$ cat config.mk
export PLATFORM = sky130hd
export DESIGN_NAME = pimls_top
export DESIGN_NICKNAME = d
export VERILOG_FILES = /design/src/inc/pimls_pkg.sv /design/src/inc/pimls_reg_if.sv /design/src/rtl/pimls_apb_slave.sv /design/src/rtl/pimls_latch_bank.sv /design/src/rtl/pimls_top.sv
export VERILOG_INCLUDE_DIRS = /design/src /design/src/inc
export SDC_FILE = /design/constraint.sdc
export NUM_CORES = 1
export LEC_CHECK = 0
export BUFFER_PORTS_ARGS = -buffer_cell sky130_fd_sc_hd__clkbuf_2
export CAP_MARGIN = 30
export CORE_ASPECT_RATIO = 2
export CORE_MARGIN = 2
export CORE_UTILIZATION = 52
export DETAILED_ROUTE_END_ITERATION = 10
export GPL_TIMING_DRIVEN = 0
export MAX_ROUTING_LAYER = met4
export PLACE_DENSITY = 0.9
export SLEW_MARGIN = 20
export SYNTH_ARGS = -nofsm -noshare
export SYNTH_HDL_FRONTEND = slang
export SYNTH_SLANG_ARGS = --single-unit
$ cat constraint.sdc
create_clock -name pclk -period 2.66 [get_ports pclk]
set_input_delay 0.133 -clock pclk [delete_from_list [all_inputs] [get_ports pclk]]
set_output_delay 0.133 -clock pclk [all_outputs]
set_load 0.005 [all_outputs]
$ cat src/inc/pimls_params.svh
/*
  Offsets, field positions and reset values of the event mask and link
  status bank. Assumes inclusion by bare name from the design files.
*/
`ifndef PIMLS_PARAMS_SVH
`define PIMLS_PARAMS_SVH
// ----------------------------------------------------------------
// Register indexes (byte address is four times the index)
// ----------------------------------------------------------------
`define PIMLS_IDX_IRQ_STAT 6'h15
`define PIMLS_IDX_IRQ_MASK 6'h16
`define PIMLS_IDX_COMM_STAT 6'h17
`define PIMLS_IDX_LINK_CTRL 6'h20
// ----------------------------------------------------------------
// Reset values
// ----------------------------------------------------------------
`define PIMLS_MASK_RST 16'h8000
`define PIMLS_LINK_CTRL_RST 1'b1
`define PIMLS_TX_MODE_RST 2'h0
// ----------------------------------------------------------------
// Field positions
// ----------------------------------------------------------------
`define PIMLS_BIT_LINK_UP 15
`define PIMLS_BIT_TX_MODE_HI 14
`define PIMLS_BIT_TX_MODE_LO 13
`define PIMLS_BIT_LOC_OK 12
`define PIMLS_BIT_REM_OK 11
`define PIMLS_BIT_DESCR 10
`define PIMLS_BIT_SSD 9
`define PIMLS_BIT_LINK_CTRL 15
`endif

$ cat src/inc/pimls_pkg.sv
/*
  Types shared by the mask and status bank modules.
  Assumes nothing of its surroundings.
*/
package pimls_pkg;
  typedef logic [15:0] pimls_word_t;
  typedef logic [5:0] pimls_idx_t;
  typedef enum logic [1:0] {
    PIMLS_TX_OFF = 2'h0,
    PIMLS_TX_SEND_N = 2'h1,
    PIMLS_TX_SEND_I = 2'h2,
    PIMLS_TX_SEND_Z = 2'h3
  } pimls_tx_mode_t;
  typedef enum logic {PIMLS_APB_IDLE, PIMLS_APB_RESP} pimls_apb_state_t;
endpackage

$ cat src/inc/pimls_reg_if.sv
/*
  Register access carrier between the APB slave and the register bank.
  Assumes both ends run on pclk.
*/
`timescale 1ns/1ps
`default_nettype none
interface pimls_reg_if;
  logic acc;
  logic wr;
  logic [1:0] be;
  pimls_pkg::pimls_idx_t idx;
  pimls_pkg::pimls_word_t wdata;
  pimls_pkg::pimls_word_t rdata;
  logic hit;
  modport bus (output acc, output wr, output be, output idx, output wdata,
               input rdata, input hit);
  modport regs (input acc, input wr, input be, input idx, input wdata,
                output rdata, output hit);
endinterface
`default_nettype wire

$ cat src/rtl/pimls_apb_slave.sv
/*
  APB slave front end: decodes one word per register, issues a single
  access strobe and answers with one wait state.
  Assumes an APB master on pclk that holds its request until pready.
*/
`timescale 1ns/1ps
`default_nettype none
module pimls_apb_slave (
  input wire logic pclk,
  input wire logic presetn,
  input wire logic psel,
  input wire logic penable,
  input wire logic pwrite,
  input wire logic [11:0] paddr,
  input wire logic [31:0] pwdata,
  input wire logic [3:0] pstrb,
  output logic pready,
  output logic [31:0] prdata,
  output logic pslverr,
  pimls_reg_if.bus rif
);
  pimls_pkg::pimls_apb_state_t state;
  logic addr_ok;
  logic first;

  assign addr_ok = (paddr[1:0] == 2'h0) && (paddr[11:8] == 4'h0);
  assign first = psel && penable && (state == pimls_pkg::PIMLS_APB_IDLE);
  // Side effects land with the data capture, so no event slips between
  assign rif.acc = first && addr_ok;
  assign rif.wr = pwrite;
  assign rif.be = pstrb[1:0];
  assign rif.idx = paddr[7:2];
  assign rif.wdata = pwdata[15:0];

  always_ff @(posedge pclk or negedge presetn) begin
    if (!presetn) begin
      state <= pimls_pkg::PIMLS_APB_IDLE;
      pready <= 1'b0;
    end else begin
      unique case (state)
        pimls_pkg::PIMLS_APB_IDLE: begin
          pready <= first;
          if (first) begin
            state <= pimls_pkg::PIMLS_APB_RESP;
          end
        end
        pimls_pkg::PIMLS_APB_RESP: begin
          pready <= 1'b0;
          state <= pimls_pkg::PIMLS_APB_IDLE;
        end
      endcase
    end
  end

  always_ff @(posedge pclk or negedge presetn) begin
    if (!presetn) begin
      prdata <= 32'h0;
      pslverr <= 1'b0;
    end else if (first) begin
      prdata <= (pwrite || !(addr_ok && rif.hit)) ? 32'h0
                : {16'h0, rif.rdata};
      pslverr <= !(addr_ok && rif.hit);
    end
  end
endmodule // pimls_apb_slave
`default_nettype wire

$ cat src/rtl/pimls_latch_bank.sv
/*
  Bank of latch flags re-armed from the live level on read, each latching high or low.
  Assumes rearm is a one-cycle pulse taken with the read data.
*/
`timescale 1ns/1ps
`default_nettype none
module pimls_latch_bank #(
  parameter int W = 16,
  parameter logic [W-1:0] LATCH_LOW = '0
) (
  input wire logic pclk,
  input wire logic presetn,
  input wire logic [W-1:0] live,
  input wire logic rearm,
  input wire logic hold_def,
  output logic [W-1:0] flag
);
  genvar i;
  generate
    for (i = 0; i < W; i++) begin : g_bit
      always_ff @(posedge pclk or negedge presetn) begin
        if (!presetn) begin
          flag[i] <= 1'b0;
        end else if (hold_def) begin
          flag[i] <= 1'b0;
        end else if (rearm) begin
          // Re-arm from the live level: an event in this cycle survives
          flag[i] <= live[i];
        end else if (LATCH_LOW[i]) begin
          flag[i] <= flag[i] & live[i];
        end else begin
          flag[i] <= flag[i] | live[i];
        end
      end
    end
  endgenerate
endmodule // pimls_latch_bank
`default_nettype wire

$ cat src/rtl/pimls_top.sv
/*
  Event interrupt mask and link communication status bank of a
  single-pair PHY, reached over APB.
  Assumes event and status inputs synchronous to pclk, events as pulses.
*/
`timescale 1ns/1ps
`default_nettype none
`include "pimls_params.svh"
module pimls_top (
  input wire logic pclk,
  input wire logic presetn,
  input wire logic psel,
  input wire logic penable,
  input wire logic pwrite,
  input wire logic [11:0] paddr,
  input wire logic [31:0] pwdata,
  input wire logic [3:0] pstrb,
  output logic pready,
  output logic [31:0] prdata,
  output logic pslverr,
  input wire logic [15:0] event_in,
  input wire logic link_up_in,
  input wire logic [1:0] tx_mode_in,
  input wire logic local_rx_ok_in,
  input wire logic remote_rx_ok_in,
  input wire logic descr_lock_in,
  input wire logic ssd_fault_in,
  output logic link_control,
  output logic irq
);
  // ----------------------------------------------------------------
  // Decode helpers
  // ----------------------------------------------------------------
  function automatic logic idx_is(input pimls_pkg::pimls_idx_t a,
                                  input pimls_pkg::pimls_idx_t b);
    idx_is = (a == b);
  endfunction

  function automatic logic idx_mapped(input pimls_pkg::pimls_idx_t a);
    idx_mapped = idx_is(a, `PIMLS_IDX_IRQ_STAT) ||
                 idx_is(a, `PIMLS_IDX_IRQ_MASK) ||
                 idx_is(a, `PIMLS_IDX_COMM_STAT) ||
                 idx_is(a, `PIMLS_IDX_LINK_CTRL);
  endfunction

  // ----------------------------------------------------------------
  // Bus front end
  // ----------------------------------------------------------------
  pimls_reg_if rif ();

  pimls_apb_slave u_apb (
    .pclk(pclk),
    .presetn(presetn),
    .psel(psel),
    .penable(penable),
    .pwrite(pwrite),
    .paddr(paddr),
    .pwdata(pwdata),
    .pstrb(pstrb),
    .pready(pready),
    .prdata(prdata),
    .pslverr(pslverr),
    .rif(rif.bus)
  );

  // ----------------------------------------------------------------
  // Access strobes
  // ----------------------------------------------------------------
  logic mask_wr;
  logic ctrl_wr;
  logic stat_rd;
  logic comm_rd;

  assign mask_wr = rif.acc && rif.wr && idx_is(rif.idx, `PIMLS_IDX_IRQ_MASK);
  assign ctrl_wr = rif.acc && rif.wr && idx_is(rif.idx, `PIMLS_IDX_LINK_CTRL);
  // Only reads re-arm; a write to a status word is dropped silently
  assign stat_rd = rif.acc && !rif.wr &&
                   idx_is(rif.idx, `PIMLS_IDX_IRQ_STAT);
  assign comm_rd = rif.acc && !rif.wr &&
                   idx_is(rif.idx, `PIMLS_IDX_COMM_STAT);

  // ----------------------------------------------------------------
  // Event mask register
  // ----------------------------------------------------------------
  pimls_pkg::pimls_word_t irq_mask;

  always_ff @(posedge pclk or negedge presetn) begin
    if (!presetn) begin
      irq_mask <= `PIMLS_MASK_RST;
    end else if (mask_wr) begin
      if (rif.be[0]) begin
        irq_mask[7:0] <= rif.wdata[7:0];
      end
      if (rif.be[1]) begin
        irq_mask[15:8] <= rif.wdata[15:8];
      end
    end
  end

  // ----------------------------------------------------------------
  // Enable fields
  // ----------------------------------------------------------------
  logic power_on_irq_enable;
  logic wake_detect_irq_enable;
  logic wake_request_irq_enable;
  logic low_power_code_irq_enable;
  logic init_failure_irq_enable;
  logic link_drop_irq_enable;
  logic link_rise_irq_enable;
  logic bad_symbol_irq_enable;
  logic train_failure_irq_enable;
  logic low_noise_margin_irq_enable;
  logic mgmt_ctrl_err_irq_enable;
  logic tx_gate_stuck_irq_enable;
  logic undervolt_irq_enable;
  logic undervolt_recover_irq_enable;
  logic overtemp_irq_enable;
  logic sleep_timeout_irq_enable;

  assign power_on_irq_enable = irq_mask[15];
  assign wake_detect_irq_enable = irq_mask[14];
  assign wake_request_irq_enable = irq_mask[13];
  assign low_power_code_irq_enable = irq_mask[12];
  assign init_failure_irq_enable = irq_mask[11];
  assign link_drop_irq_enable = irq_mask[10];
  assign link_rise_irq_enable = irq_mask[9];
  assign bad_symbol_irq_enable = irq_mask[8];
  assign train_failure_irq_enable = irq_mask[7];
  assign low_noise_margin_irq_enable = irq_mask[6];
  assign mgmt_ctrl_err_irq_enable = irq_mask[5];
  assign tx_gate_stuck_irq_enable = irq_mask[4];
  assign undervolt_irq_enable = irq_mask[3];
  assign undervolt_recover_irq_enable = irq_mask[2];
  assign overtemp_irq_enable = irq_mask[1];
  assign sleep_timeout_irq_enable = irq_mask[0];

  // ----------------------------------------------------------------
  // Link control register
  // ----------------------------------------------------------------
  always_ff @(posedge pclk or negedge presetn) begin
    if (!presetn) begin
      link_control <= `PIMLS_LINK_CTRL_RST;
    end else if (ctrl_wr && rif.be[1]) begin
      link_control <= rif.wdata[`PIMLS_BIT_LINK_CTRL];
    end
  end

  // ----------------------------------------------------------------
  // Link control gating
  // ----------------------------------------------------------------
  logic link_off;

  assign link_off = !link_control;

  // ----------------------------------------------------------------
  // Event flags, one per mask bit
  // ----------------------------------------------------------------
  pimls_pkg::pimls_word_t irq_stat;

  pimls_latch_bank #(
    .W(16),
    .LATCH_LOW(16'h0000)
  ) u_events (
    .pclk(pclk),
    .presetn(presetn),
    .live(event_in),
    .rearm(stat_rd),
    .hold_def(1'b0),
    .flag(irq_stat)
  );

  // ----------------------------------------------------------------
  // Interrupt output
  // ----------------------------------------------------------------
  pimls_pkg::pimls_word_t enables;

  assign enables = {
    power_on_irq_enable,
    wake_detect_irq_enable,
    wake_request_irq_enable,
    low_power_code_irq_enable,
    init_failure_irq_enable,
    link_drop_irq_enable,
    link_rise_irq_enable,
    bad_symbol_irq_enable,
    train_failure_irq_enable,
    low_noise_margin_irq_enable,
    mgmt_ctrl_err_irq_enable,
    tx_gate_stuck_irq_enable,
    undervolt_irq_enable,
    undervolt_recover_irq_enable,
    overtemp_irq_enable,
    sleep_timeout_irq_enable
  };

  // ----------------------------------------------------------------
  // Interrupt pending, one bit per event
  // ----------------------------------------------------------------
  wire logic [15:0] pending;
  logic next_irq;
  genvar gi;

  generate
    for (gi = 0; gi < 16; gi++) begin : g_pending
      assign pending[gi] = irq_stat[gi] && enables[gi];
    end
  endgenerate

  assign next_irq = |pending;

  // ----------------------------------------------------------------
  // Interrupt line
  // ----------------------------------------------------------------
  // Registered, so it trails a flag or mask change by one cycle
  always_ff @(posedge pclk or negedge presetn) begin
    if (!presetn) begin
      irq <= 1'b0;
    end else begin
      irq <= next_irq;
    end
  end

  // ----------------------------------------------------------------
  // Live link status
  // ----------------------------------------------------------------
  logic link_up;
  pimls_pkg::pimls_tx_mode_t tx_mode;
  logic descrambler_lock;
  logic next_link_up;
  logic next_descrambler_lock;

  assign next_link_up = link_control && link_up_in;
  assign next_descrambler_lock = link_control && descr_lock_in;

  always_ff @(posedge pclk or negedge presetn) begin
    if (!presetn) begin
      link_up <= 1'b0;
    end else begin
      link_up <= next_link_up;
    end
  end

  always_ff @(posedge pclk or negedge presetn) begin
    if (!presetn) begin
      tx_mode <= pimls_pkg::PIMLS_TX_OFF;
    end else if (link_off) begin
      tx_mode <= pimls_pkg::PIMLS_TX_OFF;
    end else begin
      tx_mode <= pimls_pkg::pimls_tx_mode_t'(tx_mode_in);
    end
  end

  always_ff @(posedge pclk or negedge presetn) begin
    if (!presetn) begin
      descrambler_lock <= 1'b0;
    end else begin
      descrambler_lock <= next_descrambler_lock;
    end
  end

  // ----------------------------------------------------------------
  // Latched link status
  // ----------------------------------------------------------------
  logic [2:0] comm_flags;
  logic local_receiver_ok;
  logic remote_receiver_ok;
  logic stream_start_delim_fault;
  logic [2:0] comm_live;

  // Two latch-low bits above one latch-high bit
  assign comm_live = {local_rx_ok_in, remote_rx_ok_in, ssd_fault_in};

  pimls_latch_bank #(
    .W(3),
    .LATCH_LOW(3'h6)
  ) u_comm (
    .pclk(pclk),
    .presetn(presetn),
    .live(comm_live),
    .rearm(comm_rd),
    .hold_def(link_off),
    .flag(comm_flags)
  );

  assign local_receiver_ok = comm_flags[2];
  assign remote_receiver_ok = comm_flags[1];
  assign stream_start_delim_fault = comm_flags[0];

  // ----------------------------------------------------------------
  // Status word
  // ----------------------------------------------------------------
  pimls_pkg::pimls_word_t comm_word;

  always_comb begin
    comm_word = 16'h0000;
    comm_word[`PIMLS_BIT_LINK_UP] = link_up;
    comm_word[`PIMLS_BIT_TX_MODE_HI:`PIMLS_BIT_TX_MODE_LO] = tx_mode;
    comm_word[`PIMLS_BIT_LOC_OK] = local_receiver_ok;
    comm_word[`PIMLS_BIT_REM_OK] = remote_receiver_ok;
    comm_word[`PIMLS_BIT_DESCR] = descrambler_lock;
    comm_word[`PIMLS_BIT_SSD] = stream_start_delim_fault;
  end

  pimls_pkg::pimls_word_t ctrl_word;

  always_comb begin
    ctrl_word = 16'h0000;
    ctrl_word[`PIMLS_BIT_LINK_CTRL] = link_control;
  end

  // ----------------------------------------------------------------
  // Register read mux
  // ----------------------------------------------------------------
  always_comb begin
    rif.hit = idx_mapped(rif.idx);
    rif.rdata = 16'h0000;
    if (idx_is(rif.idx, `PIMLS_IDX_IRQ_STAT)) begin
      rif.rdata = irq_stat;
    end else if (idx_is(rif.idx, `PIMLS_IDX_IRQ_MASK)) begin
      rif.rdata = irq_mask;
    end else if (idx_is(rif.idx, `PIMLS_IDX_COMM_STAT)) begin
      rif.rdata = comm_word;
    end else if (idx_is(rif.idx, `PIMLS_IDX_LINK_CTRL)) begin
      rif.rdata = ctrl_word;
    end
  end
endmodule // pimls_top
`default_nettype wire

Word level (Yosys, flattened, before mapping)
Index checks and enable logic that the tools add are counted.

Register bits: 76. Word-level logic and storage cells: 126.

Equality and inequality tests: 4. Reductions and logical operators: 41. Bitwise operators: 20. Mux-type cells: 31.

Operators with widths (count): $mux 16 (5); $logic_and 1x1->1 (30); $mux 1 (23); $eq 6x5->1 const B (3); $or 1x1->1 (17); $reduce_or 16->1 (1); $eq 6x6->1 const B (1); $logic_not 4->1 (1); $logic_or 1x1->1 (4); $pmux 1 s2 (2); $reduce_and 2->1 (2); $and 1x1->1 (2); $logic_not 1->1 (2); $logic_not 2->1 (1); $mux 2 (1); $not 1->1 (1).

Longest topological paths before layout
Gate-level depths: netlist (run 1).

Word-level depth: 8. Mapped depth: 6. Gate-level depth less buffers: 4.

By module
Synthesis (run 1) repeated with hierarchy kept, for this count alone.

Cell total of the unflattened synthesis: 303. Area total of the unflattened synthesis: 3174.3 µm².

By module, submodules not included: pimls_top (cells each 106, instances 1, area each 1280.0 µm²); pimls_apb_slave (cells each 120, instances 1, area each 1104.8 µm²); pimls_latch_bank (u_events) (cells each 67, instances 1, area each 673.1 µm²); pimls_latch_bank (u_comm) (cells each 10, instances 1, area each 116.4 µm²).

Least setup slack after synthesis (run 1)
Ideal clock, no wire load.

Kind: register to register. Start point: reg, netlist name u_apb.pready. End point: reg u_events.flag[10]. Clock period less this slack: 1.672 ns. Slack: 0.988 ns. Library setup time: 0.118 ns. Stages on the path, launching flop included: 7. Arrival time: 1.554 ns. Data required time: 2.542 ns. Cell sequence: dfrtp_1 > nand3b_1 > buf_6 > nor4_4 > nand2_4 > buf_6 > a21o_1.

RTL lines: to (signal, indexed assignment) (RTL line pimls_latch_bank.sv:28) `flag[i] <= live[i];`; to (signal, indexed assignment) (RTL line pimls_latch_bank.sv:30) `flag[i] <= flag[i] & live[i];`; to (signal, indexed assignment) (RTL line pimls_latch_bank.sv:32) `flag[i] <= flag[i] | live[i];`; to (decl) (RTL line pimls_latch_bank.sv:16) `output logic [W-1:0] flag`.

==> metrics, run 1 <==
number of library cell types mapped by synthesis=40; switch share=21.4%; Max-slew headroom=48.8%; I/O Pins=112; Tmin final=1.85 ns; cells after synthesis=216; Leakage=1.95 nW; top_reg_cell synth=dfrtp_1; Ant. Diodes=0; top routing layer in use=met4; Slew @ Worst Pin=0.763 ns; run status=complete, no violations; antenna violations before repair=0; IO buf count=77; share of layout cells above drive strength 1=41.6%; CTS buffer count=9; core box area=0.00518 sq mm; Area growth syn-to-layout=33.7%; CTS tree=yes; PwrDens=519 mW/mm^2; Logic pwr share=8.1%; Critical Path Fanout Max=10; Mapped Area=0.00279 sq mm; Final ANT Viol Nets=0; Post-CTS Resized=0; most frequent cell after synthesis=dfrtp_1; asr flop ratio synth=100%; clock root buffer=clkbuf_8; Tcrit/Tclk final=69.6%; RSZ-0062 raised after global routing=false; Power Total=1.94 mW; wire length on met1=2.28 mm; via count=2179; WS Path Type=reg2reg; yosys warns=0; Reg clk slew, reported paths=0.06 ns; Fmax=540 MHz; Final GP Congestion=0.829; largest net degree at the start of global routing=60; Final setup viols=0; P_sw=0.416 mW; Site Rows=37; vias in the first global route=2327; Req. time, crit path=2.89 ns; Initial Utilization=53.9%; Clock power frac=45.5%; flops & latches, synth=59; Die W=55.8 um; CTS H-tree depth=3; Max VDD drop=0.574 mV; clk buf depth=2; part of the Yosys area used for sequential elements=52.9%; worst path arrival time=2.08 ns; Worst setup EP type=flip-flop; GRT Total Usage=24.6%; metal3 WL=267 um; Vert. Die Dim=108 um; GRT overflow=0; Layout Nets=416; dpl hpwl=4.76 mm; Seq pwr share=46.4%; Pint=1.52 mW; setup bufs post-CTS=0; max-cap violations=0; share of the synthesized area in the top cell type=51.1%; Slew Viols, Final=0; drt pass-1 iters=6; clock skew=0.00497 ns; top cells by area, synth=dfrtp_1 51%, mux2_4 8.6%, a22o_1 7.2%, a21o_1 4.6%, buf_4 4.3%; setup TNS=0 ns; number of enable flip-flop cells after synthesis=0; DRT iter0 DRCs=58; Routed WL=6.58 mm; die area=0.00601 sq mm; startpoint types=flip-flop; area leader, netlist=dfrtp_1; WL/cell=16.4 um; Skew-Pair Late Insertion Delay=0.34 ns; Tightest Hold Check Type=in2reg; Syn Area/Cell=12.9 sq um; clk sink count=59; commonest cells in the netlist=57 x dfrtp_1, 23 x a22o_1, 17 x a21o_1, 16 x buf_4, 16 x mux2_4; met2 WL=3.82 mm; hold_buf cts=21; Hold Fails Final Rpt=0; drc violations=0; global-route wire length before repair=10.7 mm; routed vias/inst=5.42
==> final cells by class <==
type / count / area (sq um)
clock buffers: 10 / 138
clock inverters: 5 / 77.6
repair buffers: 98 / 598
flip-flops and latches: 59 / 1480
plain buffers: 24 / 191
well taps: 58 / 72.6
multi-input cells: 146 / 1170
inverters: 2 / 7.51
fillers: 399 / 1450
==> through the flow <==
step	std cells	worst slack, ns	hold WS [ns]	utilization [%]	area (sq um)
after CTS	402	0.796	0.000921	72.1	3740
final	402	0.809	0.0139	72.1	3740
after floorplan	231	0.988	-0.163	-	2850
after global placement	366	0.852	0.312	63.8	3310
after global routing	402	0.679	0.0118	72.1	3740
after detailed placement	366	0.820	0.279	63.9	3310
==> critical path: stages (launching register included) <==
cell      delay [ns]
dfrtp_1         0.37
nand3b_1        0.24
buf_6           0.20
nor4_4          0.40
nand2_4         0.15
buf_6           0.20
a21o_1          0.18
==> path summary, 6_finish.rpt <==
path / cells past startpoint / from / end / slack (ns)
setup / recovery: 6 / u_apb.pready$_DFF_PN0_ / u_events.flag[13]$_DFF_PN0_ / 0.81
hold / removal: 2 / local_rx_ok_in / u_comm.flag[2]$_DFF_PN0_ / 0.01
setup reg to reg: 6 / u_apb.pready$_DFF_PN0_ / u_events.flag[13]$_DFF_PN0_ / 0.81
hold reg to reg: 2 / u_apb.prdata[14]$_DFFE_PN0N_ / u_apb.prdata[14]$_DFFE_PN0N_ / 0.48
max in group asynchronous: 2 / presetn / enables[7]$_DFFE_PN0P_ / 1.74
min in group asynchronous: 2 / presetn / u_apb.pready$_DFF_PN0_ / 0.41
==> logic make-up (layout without fill, tap and decap cells) <==
| kind of cell | Yosys count | after routing | synth area share, % |
|---|---|---|---|
| AOI/OAI and AO/OA | 65 | 65 | 17.7 |
| other | 1 | 16 | 0.134 |
| and+or+nand+nor | 41 | 41 | 10.6 |
| buffers and inverters | 26 | 139 | 7.12 |
| DFF | 59 | 59 | 52.9 |
| muxes | 24 | 24 | 11.5 |
==> power by group through the flow <==
stage,registers (mW),logic (mW),clock network (mW)
4_1_cts,0.899,0.157,0.903
2_1_floorplan,0.916,0.0581,0
3_5_place_dp,0.916,0.132,0
5_1_grt,0.898,0.173,0.943
6_report,0.899,0.157,0.883
3_3_place_gp,0.916,0.129,0
==> registers in the layout (all words and copies together), names as in the netlist, 2 cells and up <==
register / flops
enables: 16
tx_mode: 2
u_apb.prdata: 16
u_comm.flag: 3
u_events.flag: 16
==> layer usage <==
| metal | global-route usage, % | up-vias |
|---|---|---|
| li1 | - | 1015 |
| met1 | 23.3 | 1080 |
| met2 | 45.4 | 69 |
| met3 | 3.85 | 15 |
| met4 | 15.0 | 0 |
| met5 | - | - |
==> cell usage in the layout, fill, tap and decap left out, types with 3 or more instances in the layout <==
cell and n:
conb_1 16, a22o_1 23, mux2_4 16, buf_4 16, o21ai_1 8, a21oi_1 7
dfrtp_1 57, and2_1 5, clkbuf_2 76, buf_6 3, clkbuf_8 10, nand2_1 10
dlygate4sd3_1 21, nor2_1 8, a21o_1 17, a221oi_1 4, mux2i_1 7
Power figures use the tool's default switching activity.
==> inputs of run 2 (changes only) <==
- ABC_AREA: default -> 1
- CORE_UTILIZATION: 52 -> 45
- PLACE_DENSITY: 0.9 -> 0.82
- clock period: 2.66 -> 1.6 ns (I/O delays scaled with it)
==> metrics, run 2 <==
top_reg_cell synth=dfrtp_1; clk buf depth=2; cells after synthesis=366; CTS H-tree depth=3; Final Hold Slack=-0.00354 ns; area leader, netlist=dfrtp_1; CP Launch Point=u_apb.pready$_DFF_PN0_; drt pass-1 iters=4; clk sink count=59; number of enable flip-flop cells after synthesis=0; Final GP Congestion=0.930; Critical Path Fanout Max=10; most frequent cells in the layout=107 x nand2_1, 76 x clkbuf_2, 57 x dfrtp_1; Routed WL=8.25 mm; flops & latches, synth=59; top cells by area, synth=dfrtp_1 47%, nand2_1 13%, nand3_1 8.9%, buf_4 4.5%, inv_1 4.5%; Hold Fails Final Rpt=1; Tcrit/Tclk final=93.5%; reg2reg end=enables[15]$_DFFE_PN1P_; GRT overflow=0; Mapped Area=0.00304 sq mm; clock skew=0.00675 ns; post-route cell area=0.00420 sq mm; WL/cell=13.9 um; startpoint types=flip-flop; Slew @ Worst Pin=0.782 ns; Max-slew headroom=47.9%; IO buf count=77; vias in the first global route=2968; Vert. Die Dim=120 um; Req. time, crit path=1.87 ns; asr flop ratio synth=100%; Worst setup EP type=flip-flop; failing checks=negative hold slack; Die W=62.1 um; Site Rows=42; Tightest Hold Check Type=in2reg; CTS buffer count=9; share of the synthesized area in the top cell type=47.0%; run status=complete, but fails checks; Syn Area/Cell=8.29 sq um; most frequent cell after synthesis=nand2_1; dpl hpwl=6.10 mm; drc violations=0; via count=2946; Layout Nets=577; Max VDD drop=0.659 mV; Tmin final=1.50 ns; worst path arrival time=1.76 ns; PwrDens=840 mW/mm^2; yosys warns=0; Ant. Diodes=0; part of the Yosys area used for sequential elements=48.7%; Leakage=2.43 nW; Skew-Pair Late Insertion Delay=0.32 ns; Initial Utilization=46.2%; I/O Pins=112; Reg clk slew, reported paths=0.05 ns; RSZ-0062 raised after global routing=false; Slew Viols, Final=0; DP Area=0.00359 sq mm; DRT iter0 DRCs=126; max-cap violations=0; GRT Total Usage=24.9%; Worst R2R Path Depth=7; Area growth syn-to-layout=38.5%; die area=0.00746 sq mm; PnR worst setup slack=0.105 ns; Fmax=669 MHz; Final setup viols=0; clock root buffer=clkbuf_16; antenna violations before repair=0; routed vias/inst=4.96; core box area=0.00657 sq mm; crit path to=enables[15]$_DFFE_PN1P_; Post-Place Worst Slack=0.000882 ns; Final ANT Viol Nets=0; Worst R2R Start=u_apb.pready$_DFF_PN0_; R2R setup slack=0.10 ns; setup TNS=0 ns; share of layout cells above drive strength 1=27.3%; global-route wire length before repair=12.9 mm; commonest cells in the netlist=107 x nand2_1, 57 x dfrtp_1, 54 x nand3_1, 36 x inv_1; WS Path Type=reg2reg; CTS tree=yes; largest net degree at the start of global routing=60; most common cell after layout, fill and taps aside=nand2_1; number of library cell types mapped by synthesis=29
-- run 2: cell types whose count changed after synthesis, sizes merged, moves of 7 or more --
cell    previous run  this run
a21o              17         0
a22o              23         0
inv                2        39
mux2              17         0
mux2i              7         0
nand2             12       111
nand3              0        57
nand4              2        18
nor2               8        21
o21bai             0        17
-- run 2: worst max-delay path, stage by stage, from the launching register on --
cell and delay (ns):
dfrtp_1 0.40, nor2_4 0.13, nand2_4 0.12, nor3_4 0.27, buf_6 0.19, buf_6 0.14, nand4_1 0.09, nand2_1 0.10
-- run 2: stage by stage --
step	power (mW)	instances	util, %
floorplan	1.63	381	-
global placement	1.75	546	54.6
detailed placement	1.76	546	54.6
CTS	3.54	591	63.4
global route	3.64	594	64.0
finish	3.53	594	64.0
-- run 2: layout make-up --
class                   count  area, sq um
flip-flops and latches     59         1480
plain buffers              29          216
clock buffers              14          264
multi-input cells         254         1270
clock inverters             2         10.0
inverters                  39          149
repair buffers            109          701
fillers                   568         2360
well taps                  88          110
-- run 2: what timing repair did --
| action | 4_1_cts | 5_1_grt |
|---|---|---|
| setup buffers | 0 | 3 |
| hold endpoints to repair | 85 | 0 |
| pin swaps | 0 | 1 |
| setup endpoints to repair | 6 | 18 |
| hold buffers | 29 | 0 |
| resized for setup | 2 | 4 |
-- run 2: worst min-delay path by stage --
stage | start | to | depth (start not counted) | slack [ns]
global route | pwdata[7] | enables[7]$_DFFE_PN0P_ | 3 | 0.01
detailed placement | presetn | u_apb.prdata[12]$_DFFE_PN0N_ | 1 | 0.24
global placement | tx_mode_in[0] | tx_mode[0]$_DFF_PN0_ | 3 | 0.28
CTS | pwdata[5] | enables[5]$_DFFE_PN0P_ | 3 | 0.002
floorplan | presetn | descrambler_lock$_DFF_PN0_ | 0 | -0.22
finish | pwdata[5] | enables[5]$_DFFE_PN0P_ | 3 | -0.004
-- run 2: cells by family (layout without fill, tap and decap cells) --
group	Yosys count	count (layout)	share of synthesized area, %
AOI/OAI and AO/OA	29	29	6.51
DFF	59	59	48.7
other	1	16	0.124
and+or+nand+nor	209	209	32.8
buffers and inverters	68	193	11.8
-- run 2: layer usage --
metal | track usage (%) | routed length [um] | vias to the layer above
met3 | 5.06 | 391 | 40
met5 | - | 0 | -
met2 | 43.6 | 4680 | 115
met4 | 16.5 | 519 | 0
met1 | 22.1 | 2660 | 1366
li1 | - | - | 1425
-- run 2: where the power goes --
part           switching [mW]  total [mW]  internal (mW)
Combinational           0.148       0.297          0.150
Sequential            0.00183        1.50           1.50
Clock                   0.610        1.73           1.12
